**src/hw/tso_defines.vh**
```
// Constants for the touch sense oscillator control block
`ifndef TSO_DEFINES_VH
`define TSO_DEFINES_VH
`define TSO_ADDR_CTRL      12'h000
`define TSO_ADDR_CHAN      12'h004
`define TSO_ADDR_TMR_A     12'h008
`define TSO_ADDR_TMR_B     12'h00c
`define TSO_ADDR_TCFG      12'h010
`define TSO_ADDR_STAT      12'h014
`define TSO_BIT_ENABLE     7
`define TSO_BIT_RANGE_HI   3
`define TSO_BIT_RANGE_LO   2
`define TSO_BIT_DIR        1
`define TSO_BIT_EXTSEL     0
`define TSO_BIT_TA_SRC     0
`define TSO_BIT_TB_SRC_LO  1
`define TSO_BIT_TB_SRC_HI  2
`define TSO_BIT_TA_RUN     3
`define TSO_BIT_TB_RUN     4
`define TSO_RANGE_OFF      2'h0
`define TSO_TB_SRC_OSC     2'h3
`define TSO_CHAN_LAST      4'hb
`define TSO_RESET_BYTE     8'h00
`define TSO_RESET_WORD     32'h0000_0000
`define TSO_FOSC_DIV       2'h3
`endif

```
**src/hw/tso_edge_sync.v**
```verilog
// Two-flop synchroniser with rising-edge pulse output
module tso_edge_sync (
    input  wire pclk,
    input  wire presetn,
    input  wire ce,
    input  wire din,
    output wire rise
);
    reg s1_q;
    reg s2_q;
    reg s3_q;

    // Stage chain, only s2 onward is looked at
    always @(posedge pclk or negedge presetn) begin
        if (!presetn) begin
            s1_q <= 1'b0;
            s2_q <= 1'b0;
            s3_q <= 1'b0;
        end else if (ce) begin
            s1_q <= din;
            s2_q <= s1_q;
            s3_q <= s2_q;
        end
    end

    assign rise = ce & s2_q & ~s3_q;
endmodule // tso_edge_sync

```
**src/hw/tso_top.v**
```verilog
// Touch sense oscillator control with APB registers and two counters
`include "tso_defines.vh"
module tso_top #(
    parameter NCH   = 12,
    parameter TW    = 16
) (
    input  wire              pclk,
    input  wire              presetn,
    input  wire              ce,
    input  wire              psel,
    input  wire              penable,
    input  wire              pwrite,
    input  wire [11:0]       paddr,
    input  wire [31:0]       pwdata,
    output reg  [31:0]       prdata,
    output wire              pready,
    output wire              pslverr,
    input  wire              sleep,
    input  wire              osc_wave,
    input  wire              osc_sourcing,
    input  wire              timer_a_clock_pin,
    output wire              osc_run,
    output wire [1:0]        osc_current_range,
    output wire [NCH-1:0]    sense_input_pin,
    output wire [TW-1:0]     timer_a_count,
    output wire [TW-1:0]     timer_b_count
);
    reg  [3:0]    sense_channel_code_q;
    reg           sense_unit_enable_q;
    reg  [1:0]    osc_current_range_q;
    reg           osc_direction_flag_q;
    reg           timer_a_ext_clock_select_q;
    reg           timer_a_clock_source_q;
    reg  [1:0]    timer_b_clock_source_q;
    reg           ta_run_q;
    reg           tb_run_q;
    reg  [TW-1:0] ta_q;
    reg  [TW-1:0] tb_q;
    reg  [1:0]    fosc_div_q;
    reg  [NCH-1:0] chan_sel_q;
    wire          osc_edge;
    wire          pin_edge;
    wire          wr;
    wire          rd;
    wire          mapped;
    wire          osc_active;
    wire          ta_tick;
    wire          tb_tick;
    wire          fosc_tick;
    wire          ta_wr;
    wire          tb_wr;
    reg  [7:0]    ctrl_rd;

    // Oscillator only counts as live when enabled and range nonzero
    assign osc_active = sense_unit_enable_q
                      & (osc_current_range_q != `TSO_RANGE_OFF);
    // Runs independent of sleep
    assign osc_run = osc_active;
    assign osc_current_range = osc_current_range_q;
    assign sense_input_pin = chan_sel_q;

    // Edge detection of the oscillator and the pin clock
    tso_edge_sync u_osc_sync (
        .pclk    (pclk),
        .presetn (presetn),
        .ce      (ce),
        .din     (osc_wave),
        .rise    (osc_edge)
    );

    tso_edge_sync u_pin_sync (
        .pclk    (pclk),
        .presetn (presetn),
        .ce      (ce),
        .din     (timer_a_clock_pin),
        .rise    (pin_edge)
    );

    // One-hot channel decode
    function [NCH-1:0] chan_decode;
        input       en;
        input [3:0] code;
        integer     i;
        begin
            chan_decode = {NCH{1'b0}};
            for (i = 0; i < NCH; i = i + 1) begin
                if (en && (code == i[3:0])) begin
                    chan_decode[i] = 1'b1;
                end
            end
        end
    endfunction

    // Registered mux selection; nothing selected while disabled
    always @(posedge pclk or negedge presetn) begin
        if (!presetn) begin
            chan_sel_q <= {NCH{1'b0}};
        end else if (ce) begin
            chan_sel_q <= chan_decode(sense_unit_enable_q, sense_channel_code_q);
        end
    end

    // Quarter-rate tick for the internal timer source
    always @(posedge pclk or negedge presetn) begin
        if (!presetn) begin
            fosc_div_q <= 2'h0;
        end else if (ce) begin
            fosc_div_q <= fosc_div_q + 2'h1;
        end
    end
    assign fosc_tick = ce & (fosc_div_q == `TSO_FOSC_DIV);

    // Timer A source select and sleep gating
    assign ta_tick = ta_run_q & ~sleep
                   & (timer_a_clock_source_q
                      ? (timer_a_ext_clock_select_q ? (osc_edge & osc_active)
                                                    : pin_edge)
                      : fosc_tick);
    // Timer B counts oscillations, also in sleep
    assign tb_tick = tb_run_q & osc_edge & osc_active
                   & (timer_b_clock_source_q == `TSO_TB_SRC_OSC);

    // Bus strobes
    assign wr      = psel & penable & pwrite;
    assign rd      = psel & ~pwrite;
    assign pready  = 1'b1;
    assign mapped  = (paddr == `TSO_ADDR_CTRL) | (paddr == `TSO_ADDR_CHAN)
                   | (paddr == `TSO_ADDR_TMR_A) | (paddr == `TSO_ADDR_TMR_B)
                   | (paddr == `TSO_ADDR_TCFG) | (paddr == `TSO_ADDR_STAT);
    assign pslverr = psel & penable & ~mapped;
    assign ta_wr   = wr & (paddr == `TSO_ADDR_TMR_A);
    assign tb_wr   = wr & (paddr == `TSO_ADDR_TMR_B);

    // Control and channel registers
    always @(posedge pclk or negedge presetn) begin
        if (!presetn) begin
            sense_unit_enable_q        <= 1'b0;
            osc_current_range_q        <= `TSO_RANGE_OFF;
            timer_a_ext_clock_select_q <= 1'b0;
            sense_channel_code_q       <= 4'h0;
            timer_a_clock_source_q     <= 1'b0;
            timer_b_clock_source_q     <= 2'h0;
            ta_run_q                   <= 1'b0;
            tb_run_q                   <= 1'b0;
        end else if (ce && wr) begin
            case (paddr)
                `TSO_ADDR_CTRL: begin
                    sense_unit_enable_q        <= pwdata[`TSO_BIT_ENABLE];
                    osc_current_range_q        <= pwdata[`TSO_BIT_RANGE_HI:`TSO_BIT_RANGE_LO];
                    timer_a_ext_clock_select_q <= pwdata[`TSO_BIT_EXTSEL];
                end
                `TSO_ADDR_CHAN: begin
                    sense_channel_code_q <= pwdata[3:0];
                end
                `TSO_ADDR_TCFG: begin
                    timer_a_clock_source_q <= pwdata[`TSO_BIT_TA_SRC];
                    timer_b_clock_source_q <= pwdata[`TSO_BIT_TB_SRC_HI:`TSO_BIT_TB_SRC_LO];
                    ta_run_q               <= pwdata[`TSO_BIT_TA_RUN];
                    tb_run_q               <= pwdata[`TSO_BIT_TB_RUN];
                end
                default: begin
                    sense_unit_enable_q <= sense_unit_enable_q;
                end
            endcase
        end
    end

    // Direction flag follows oscillator only while it runs
    always @(posedge pclk or negedge presetn) begin
        if (!presetn) begin
            osc_direction_flag_q <= 1'b0;
        end else if (ce && osc_active) begin
            osc_direction_flag_q <= osc_sourcing;
        end
    end

    // Counters: software write wins, else one step per tick
    always @(posedge pclk or negedge presetn) begin
        if (!presetn) begin
            ta_q <= {TW{1'b0}};
            tb_q <= {TW{1'b0}};
        end else if (ce) begin
            if (ta_wr) begin
                ta_q <= pwdata[TW-1:0];
            end else if (ta_tick) begin
                ta_q <= ta_q + {{(TW-1){1'b0}}, 1'b1};
            end
            if (tb_wr) begin
                tb_q <= pwdata[TW-1:0];
            end else if (tb_tick) begin
                tb_q <= tb_q + {{(TW-1){1'b0}}, 1'b1};
            end
        end
    end
    assign timer_a_count = ta_q;
    assign timer_b_count = tb_q;

    // Control byte with reserved bits as zero
    always @* begin
        ctrl_rd = `TSO_RESET_BYTE;
        ctrl_rd[`TSO_BIT_ENABLE] = sense_unit_enable_q;
        ctrl_rd[`TSO_BIT_RANGE_HI:`TSO_BIT_RANGE_LO] = osc_current_range_q;
        ctrl_rd[`TSO_BIT_DIR] = osc_direction_flag_q;
        ctrl_rd[`TSO_BIT_EXTSEL] = timer_a_ext_clock_select_q;
    end

    // Read data register, taken in setup phase
    always @(posedge pclk or negedge presetn) begin
        if (!presetn) begin
            prdata <= `TSO_RESET_WORD;
        end else if (ce && rd && !penable) begin
            case (paddr)
                `TSO_ADDR_CTRL:  prdata <= {24'h000000, ctrl_rd};
                `TSO_ADDR_CHAN:  prdata <= {28'h0000000, sense_channel_code_q};
                `TSO_ADDR_TMR_A: prdata <= {{(32-TW){1'b0}}, ta_q};
                `TSO_ADDR_TMR_B: prdata <= {{(32-TW){1'b0}}, tb_q};
                `TSO_ADDR_TCFG:  prdata <= {27'h0000000, tb_run_q, ta_run_q,
                                            timer_b_clock_source_q, timer_a_clock_source_q};
                `TSO_ADDR_STAT:  prdata <= {30'h00000000, sleep, osc_active};
                default:         prdata <= `TSO_RESET_WORD;
            endcase
        end
    end
endmodule // tso_top

```
**config.mk**
```make
export PLATFORM = sky130hd
export DESIGN_NAME = tso_top
export DESIGN_NICKNAME = d
export VERILOG_FILES = /design/src/hw/tso_edge_sync.v /design/src/hw/tso_top.v
export VERILOG_INCLUDE_DIRS = /design/src /design/src/hw
export SDC_FILE = /design/constraint.sdc
export NUM_CORES = 1
export LEC_CHECK = 0
export BUFFER_PORTS_ARGS = -buffer_cell sky130_fd_sc_hd__buf_2
export CORE_AREA = 2 2 112 114
export DETAILED_ROUTE_END_ITERATION = 8
export DIE_AREA = 0 0 114 116
export PLACE_DENSITY = 0.69
export SLEW_MARGIN = 20
export SYNTH_ARGS = -nofsm -noshare
export SYNTH_HDL_FRONTEND = slang
export SYNTH_SLANG_ARGS = --single-unit
```
**constraint.sdc**
```tcl
create_clock -name pclk -period 3.33 [get_ports pclk]
set_clock_uncertainty 0.1 [all_clocks]
set_input_delay 0.4995 -clock pclk [delete_from_list [all_inputs] [get_ports pclk]]
set_output_delay 0.4995 -clock pclk [all_outputs]
set_load 0.1 [all_outputs]
```
== After elaboration in Yosys (flattened, before gate mapping) ==
Index checks and enable logic that the tools add are counted.

* Register bits: 98
* Input port bits: 54
* Output and inout port bits: 81
* Logic and storage cells: 115

* $add $sub $neg: 3
* Equality and inequality tests: 18
* Muxes and demuxes: 19
* Bitwise gates (word level): 28
* Reduce and logical (&&, ||, !) cells: 27

{| class="wikitable"
|+ Operators by type and width
! operator !! count
|-
| one-hot mux 16 bit (6 select lines) || 1
|-
| 2-to-1 mux 16 bit || 4
|-
| adder 16 x 1 -> 16 bit (second input constant) || 2
|-
| == test 12 x 4 -> 1 bit (second input constant) || 2
|-
| == test 12 x 5 -> 1 bit (second input constant) || 2
|-
| bitwise AND 1 bit || 18
|-
| == test 4 x 3 -> 1 bit (second input constant) || 4
|-
| == test 4 bit (second input constant) || 4
|-
| logical AND 1 bit || 16
|-
| 2-to-1 mux 1 bit || 14
|-
| == test 12 x 3 -> 1 bit (second input constant) || 1
|-
| zero test 12 bit || 1
|-
| AND reduction 2 bit || 5
|-
| == test 4 x 2 -> 1 bit (second input constant) || 2
|-
| nonzero test 2 bit || 3
|-
| NOT 1 bit || 5
|-
| OR 1 bit || 5
|-
| == test 2 bit (second input constant) || 2
|-
| == test 4 x 1 -> 1 bit (second input constant) || 1
|-
| zero test 4 bit || 1
|-
| adder 2 x 1 -> 2 bit (second input constant) || 1
|-
| zero test 1 bit || 1
|}

== Logic depth before layout (Yosys ltp) ==
* Depth in word-level cells: 8
* Depth in mapped cells: 7
* Mapped depth without buffers: 6

== Modules after synthesis ==
A second synthesis with hierarchy kept.

* Cell total of the unflattened synthesis: 493
* Area, all modules: 4680.7 sq um

{| class="wikitable"
|+ By module, submodules not included
! module !! instances !! cells an instance !! area each (sq um) !! sequential area each (sq um)
|-
| tso_top || 1 || 479 || 4443.0 || 1901.8
|-
| tso_edge_sync || 2 || 7 || 118.9 || 75.1
|}

== Worst setup path after synthesis ==
No wires, ideal clock.

* Kind: in2reg
* From: input port paddr[8]
* To: register osc_current_range_q[1] (netlist: osc_current_range[1])
* Library setup time: 0.126 ns
* Arrival: 2.424 ns
* Data required time: 3.104 ns
* Path slack: 0.680 ns
* Stages: 5
* Buffers on the path: 0
* Cell sequence: or4_4 > or4_4 > or3_4 > nor3_4 > mux2_2

* Longest elaborated chain between the ends: 2

{| class="wikitable"
|+ RTL lines
! what !! RTL line !! source
|-
| start, declared || tso_top.v:13 || <nowiki>input wire [11:0] paddr,</nowiki>
|-
| zero test 12 bit || tso_top.v:146 || <nowiki>case (paddr)</nowiki>
|-
| AND reduction 2 bit (no source line) || n/a ||
|-
| end signal, assigned || tso_top.v:138 || <nowiki>osc_current_range_q <= `TSO_RANGE_OFF;</nowiki>
|-
| end signal, assigned || tso_top.v:149 || <nowiki>osc_current_range_q <= pwdata[`TSO_BIT_RANGE_HI:`TSO_BIT_RANGE_LO];</nowiki>
|-
| end, declared || tso_top.v:30 || <nowiki>reg [1:0] osc_current_range_q;</nowiki>
|}

No other way between the ends.
A chain may end at the register's enable or synchronous reset.

== Worst setup path in the final report ==
* From: input port paddr[8]
* To: output port pslverr

* Longest elaborated chain between the ends: 8
* Elaborated cells between the ends (all ways): 13
* Those cells by class: eq/ne: 5; bitwise: 7; reduce/logical: 1

{| class="wikitable"
|+ RTL lines
! what !! RTL line !! source
|-
| == test 12 x 3 -> 1 bit / zero test 12 bit (equally long branches) || n/a ||
|-
| OR 1 bit (4 in a row) || tso_top.v:127 || <nowiki>assign mapped = (paddr == `TSO_ADDR_CTRL) | (paddr == `TSO_ADDR_CHAN)</nowiki>
|-
| OR 1 bit (*) || tso_top.v:127 ||
|-
| NOT 1 bit (*) || tso_top.v:130 || <nowiki>assign pslverr = psel & penable & ~mapped;</nowiki>
|-
| bitwise AND 1 bit (*) || tso_top.v:130 ||
|-
| end, declared || tso_top.v:17 || <nowiki>output wire pslverr,</nowiki>
|}

Every way passes the cells marked *; elsewhere a longest branch is shown, timed or not.

==> results.yml <==
global_routing:
  grt_overflow: 0
  grt_use_total_pct: 20.1
  grt_max_degree: 83
  antenna_found_initial: 0
  grt_pass1_vias: 3884
  grt_pass1_wl_mm: 20.7
die:
  row_count: 40
  die_h_um: 116
  initial_core_util_pct: 39.4
  num_io_pins: 135
  die_w_um: 114
  dieArea_sq_um: 13200
  coreArea_sq_um: 11900
routing:
  wl_mm: 13.4
  wire_per_inst_um: 18.1
  vias_per_cell: 5.85
  drt-initial-drc-count: 375
  ant_nets: 0
  drc: 0
  first_pass_iters: 5
  vias: 4315
synth:
  synth_top_family_by_area: "simple AND/OR/NAND/NOR gates"
  seq_area_frac_synth_pct: 43.7
  yosysUniqueCellTypes: 59
  synth_xor_area_share_pct: 0.187
  synthMuxAreaShare_pct: 9.94
  netlist_area_sq_um: 4690
  yosys_warnings: 0
  synth_cells: 501
  synth_compound_area_share_pct: 17.2
  ys_ff_latch: 82
  synth_area_per_cell_sq_um: 9.37
  synth_edf_count: 0
  async_flop_share_pct: 100
  synthFlopType: "dfrtp_1"
  synthAdderAreaFrac_pct: 0.800
  synth_simple_gate_area_share_pct: 22.0
hold_path:
  holdCritPathClass: "in2async"
clocking:
  clk_pin_slew_ps: 70
  tritoncts: "yes"
  post-cts-setup-buffer-count: 0
  htree_num_levels: 3
  cts-hold-fix-buffers: 0
  cts_buffer_depth: 2
  cts_root_buf: "clkbuf_16"
  clk-insertion-delay-late_ps: 340
  cts_sinks: 82
  cts-resized-gates: 0
  cts_buffers: 9
outcome:
  outcome: "finished, final reports clean"
power_and_ir_drop:
  seqPwrFrac_pct: 42.8
  powerDensity_nw_per_um2: 440
  combPwrFrac_pct: 13.6
  total_power_mw: 2.45
  p_switching_mw: 0.743
  intPower_mw: 1.71
  clkPwrFrac_pct: 43.6
  power.share.switching_pct: 30.3
  power_leakage_nw: 2.60
  peakVddDrop_mv: 0.172
sta:
  finalSetupViolations: 0
  worstMarginPinSlew_ps: 753
  hold_violations: 0
  min_period_ps: 2900
  relSlewSlack_pct: 49.5
  rsz0062_at_grt: "false"
  max_freq_ghz: 0.345
  drv_slew: 0
  worst_slack_ps: 433
  min_period_over_period_pct: 87.0
  final.setup.tns_ps: 0
placed_design:
  gp_congestion: 0.869
  dp_hpwl_mm: 9.58
  place_ws_ps: 435
  io_buffer_count: 101
worst_setup_path:
  path_max_fanout: 4
  startpoint_type: "input pin"
  crit_type: "in2out"
  required_ps: 2730
  end_kind: "output port"
  crit_arrival_ps: 2300
layout:
  final_cell_mix: "buf_2, dfrtp_1, nand2_1"
  final_common_cell: "buf_2"
  nets: 643
  drive_gt1_share_pct: 26.9
  insertedDiodeCount: 0
  syn2layout_area_growth_pct: 18.7
job:
  drv_cap: 0
[cell type report]
| class | instances | area [sq um] |
|---|---|---|
| inverter | 9 | 33.8 |
| tap | 147 | 184 |
| timing repair buffer | 107 | 557 |
| sequential | 82 | 2050 |
| clock inverter | 7 | 95.1 |
| multi-input combinational | 377 | 2420 |
| fill | 1124 | 6340 |
| clock buffer | 9 | 225 |
[layer usage]
metal	wire length [um]	share of wire [%]	global-route usage, %	up-vias
li1	-	-	-	2012
met1	5730	43	27.0	2125
met2	6420	48	32.3	160
met3	1040	7.8	4.65	18
met4	169	1.3	6.91	0
met5	0	0	0	-
[worst paths after layout]
kind / slack, ps / end / from / cells past startpoint
worst max-delay path: 430 / pslverr / paddr[8] / 6
min in group pclk: 280 / u_osc_sync.s1_q / osc_wave / 2
max in group asynchronous: 2520 / timer_a_count[8] / presetn / 1
worst min register to register: 370 / prdata[5] / prdata[5] / 2
worst max register to register: 990 / timer_b_count[5] / sense_unit_enable_q / 5
worst min-delay path: 110 / timer_b_count[12] / presetn / 1
[synth_stat cells (4+ instances only)]
master	n	area, sq um
nand2b_1	6	37.5
nor2_1	24	90.1
and3_1	12	75.1
a2bb2oi_1	6	52.6
o21ai_0	29	145
nor3_1	16	80.1
o21a_1	5	37.5
nand3b_1	4	30.0
or3_1	7	43.8
inv_1	8	30.0
buf_4	17	128
and4_1	5	43.8
nand2_1	56	210
nand4_1	14	87.6
nand3_1	23	115
a21oi_1	33	165
buf_1	5	18.8
o2bb2ai_1	12	105
a211o_1	4	35.0
mux2i_1	14	140
mux2_2	25	282
o22ai_1	9	56.3
dfrtp_1	82	2050
clkbuf_1	24	90.1
[registers in the layout (all words and copies together), names as in the netlist, 2 cells and up]
name / cells
sense_channel_code_q: 4
timer_b_count: 16
fosc_div_q: 2
osc_current_range: 2
prdata: 16
timer_a_count: 16
timer_b_clock_source_q: 2
sense_input_pin: 12
[power by group through the flow]
stage	Combinational [mW]	Clock (mW)	Sequential [mW]
after detailed placement	0.333	0	1.07
final	0.332	1.07	1.05
after global routing	0.352	1.12	1.05
after CTS	0.333	1.09	1.05
after global placement	0.326	0	1.07
after floorplan	0.187	0	1.14
[critical path, cell delays in order]
cell	delay [ps]
buf_2	110
or4_4	530
nor4_1	430
nand2_1	220
and3_1	230
buf_2	280
[per-stage QoR]
step / cell area, sq um / util (%) / cells / hold slack (ps)
floorplan: 4750 / - / 516 / 104
global placement: 5240 / 44.0 / 722 / 359
detailed placement: 5250 / 44.0 / 722 / 367
CTS: 5570 / 46.7 / 738 / 274
global route: 5570 / 46.8 / 738 / 179
finish: 5570 / 46.8 / 738 / 111
[logic make-up after synthesis]
kind of cell / count (synthesis)
muxes: 41
adders and majority gates: 3
AOI/OAI and AO/OA: 124
DFF: 82
xor gates and xnor gates: 1
other: 2
and+or+nand+nor: 191
buffers and inverters: 57
Power figures use the tool's default switching activity.
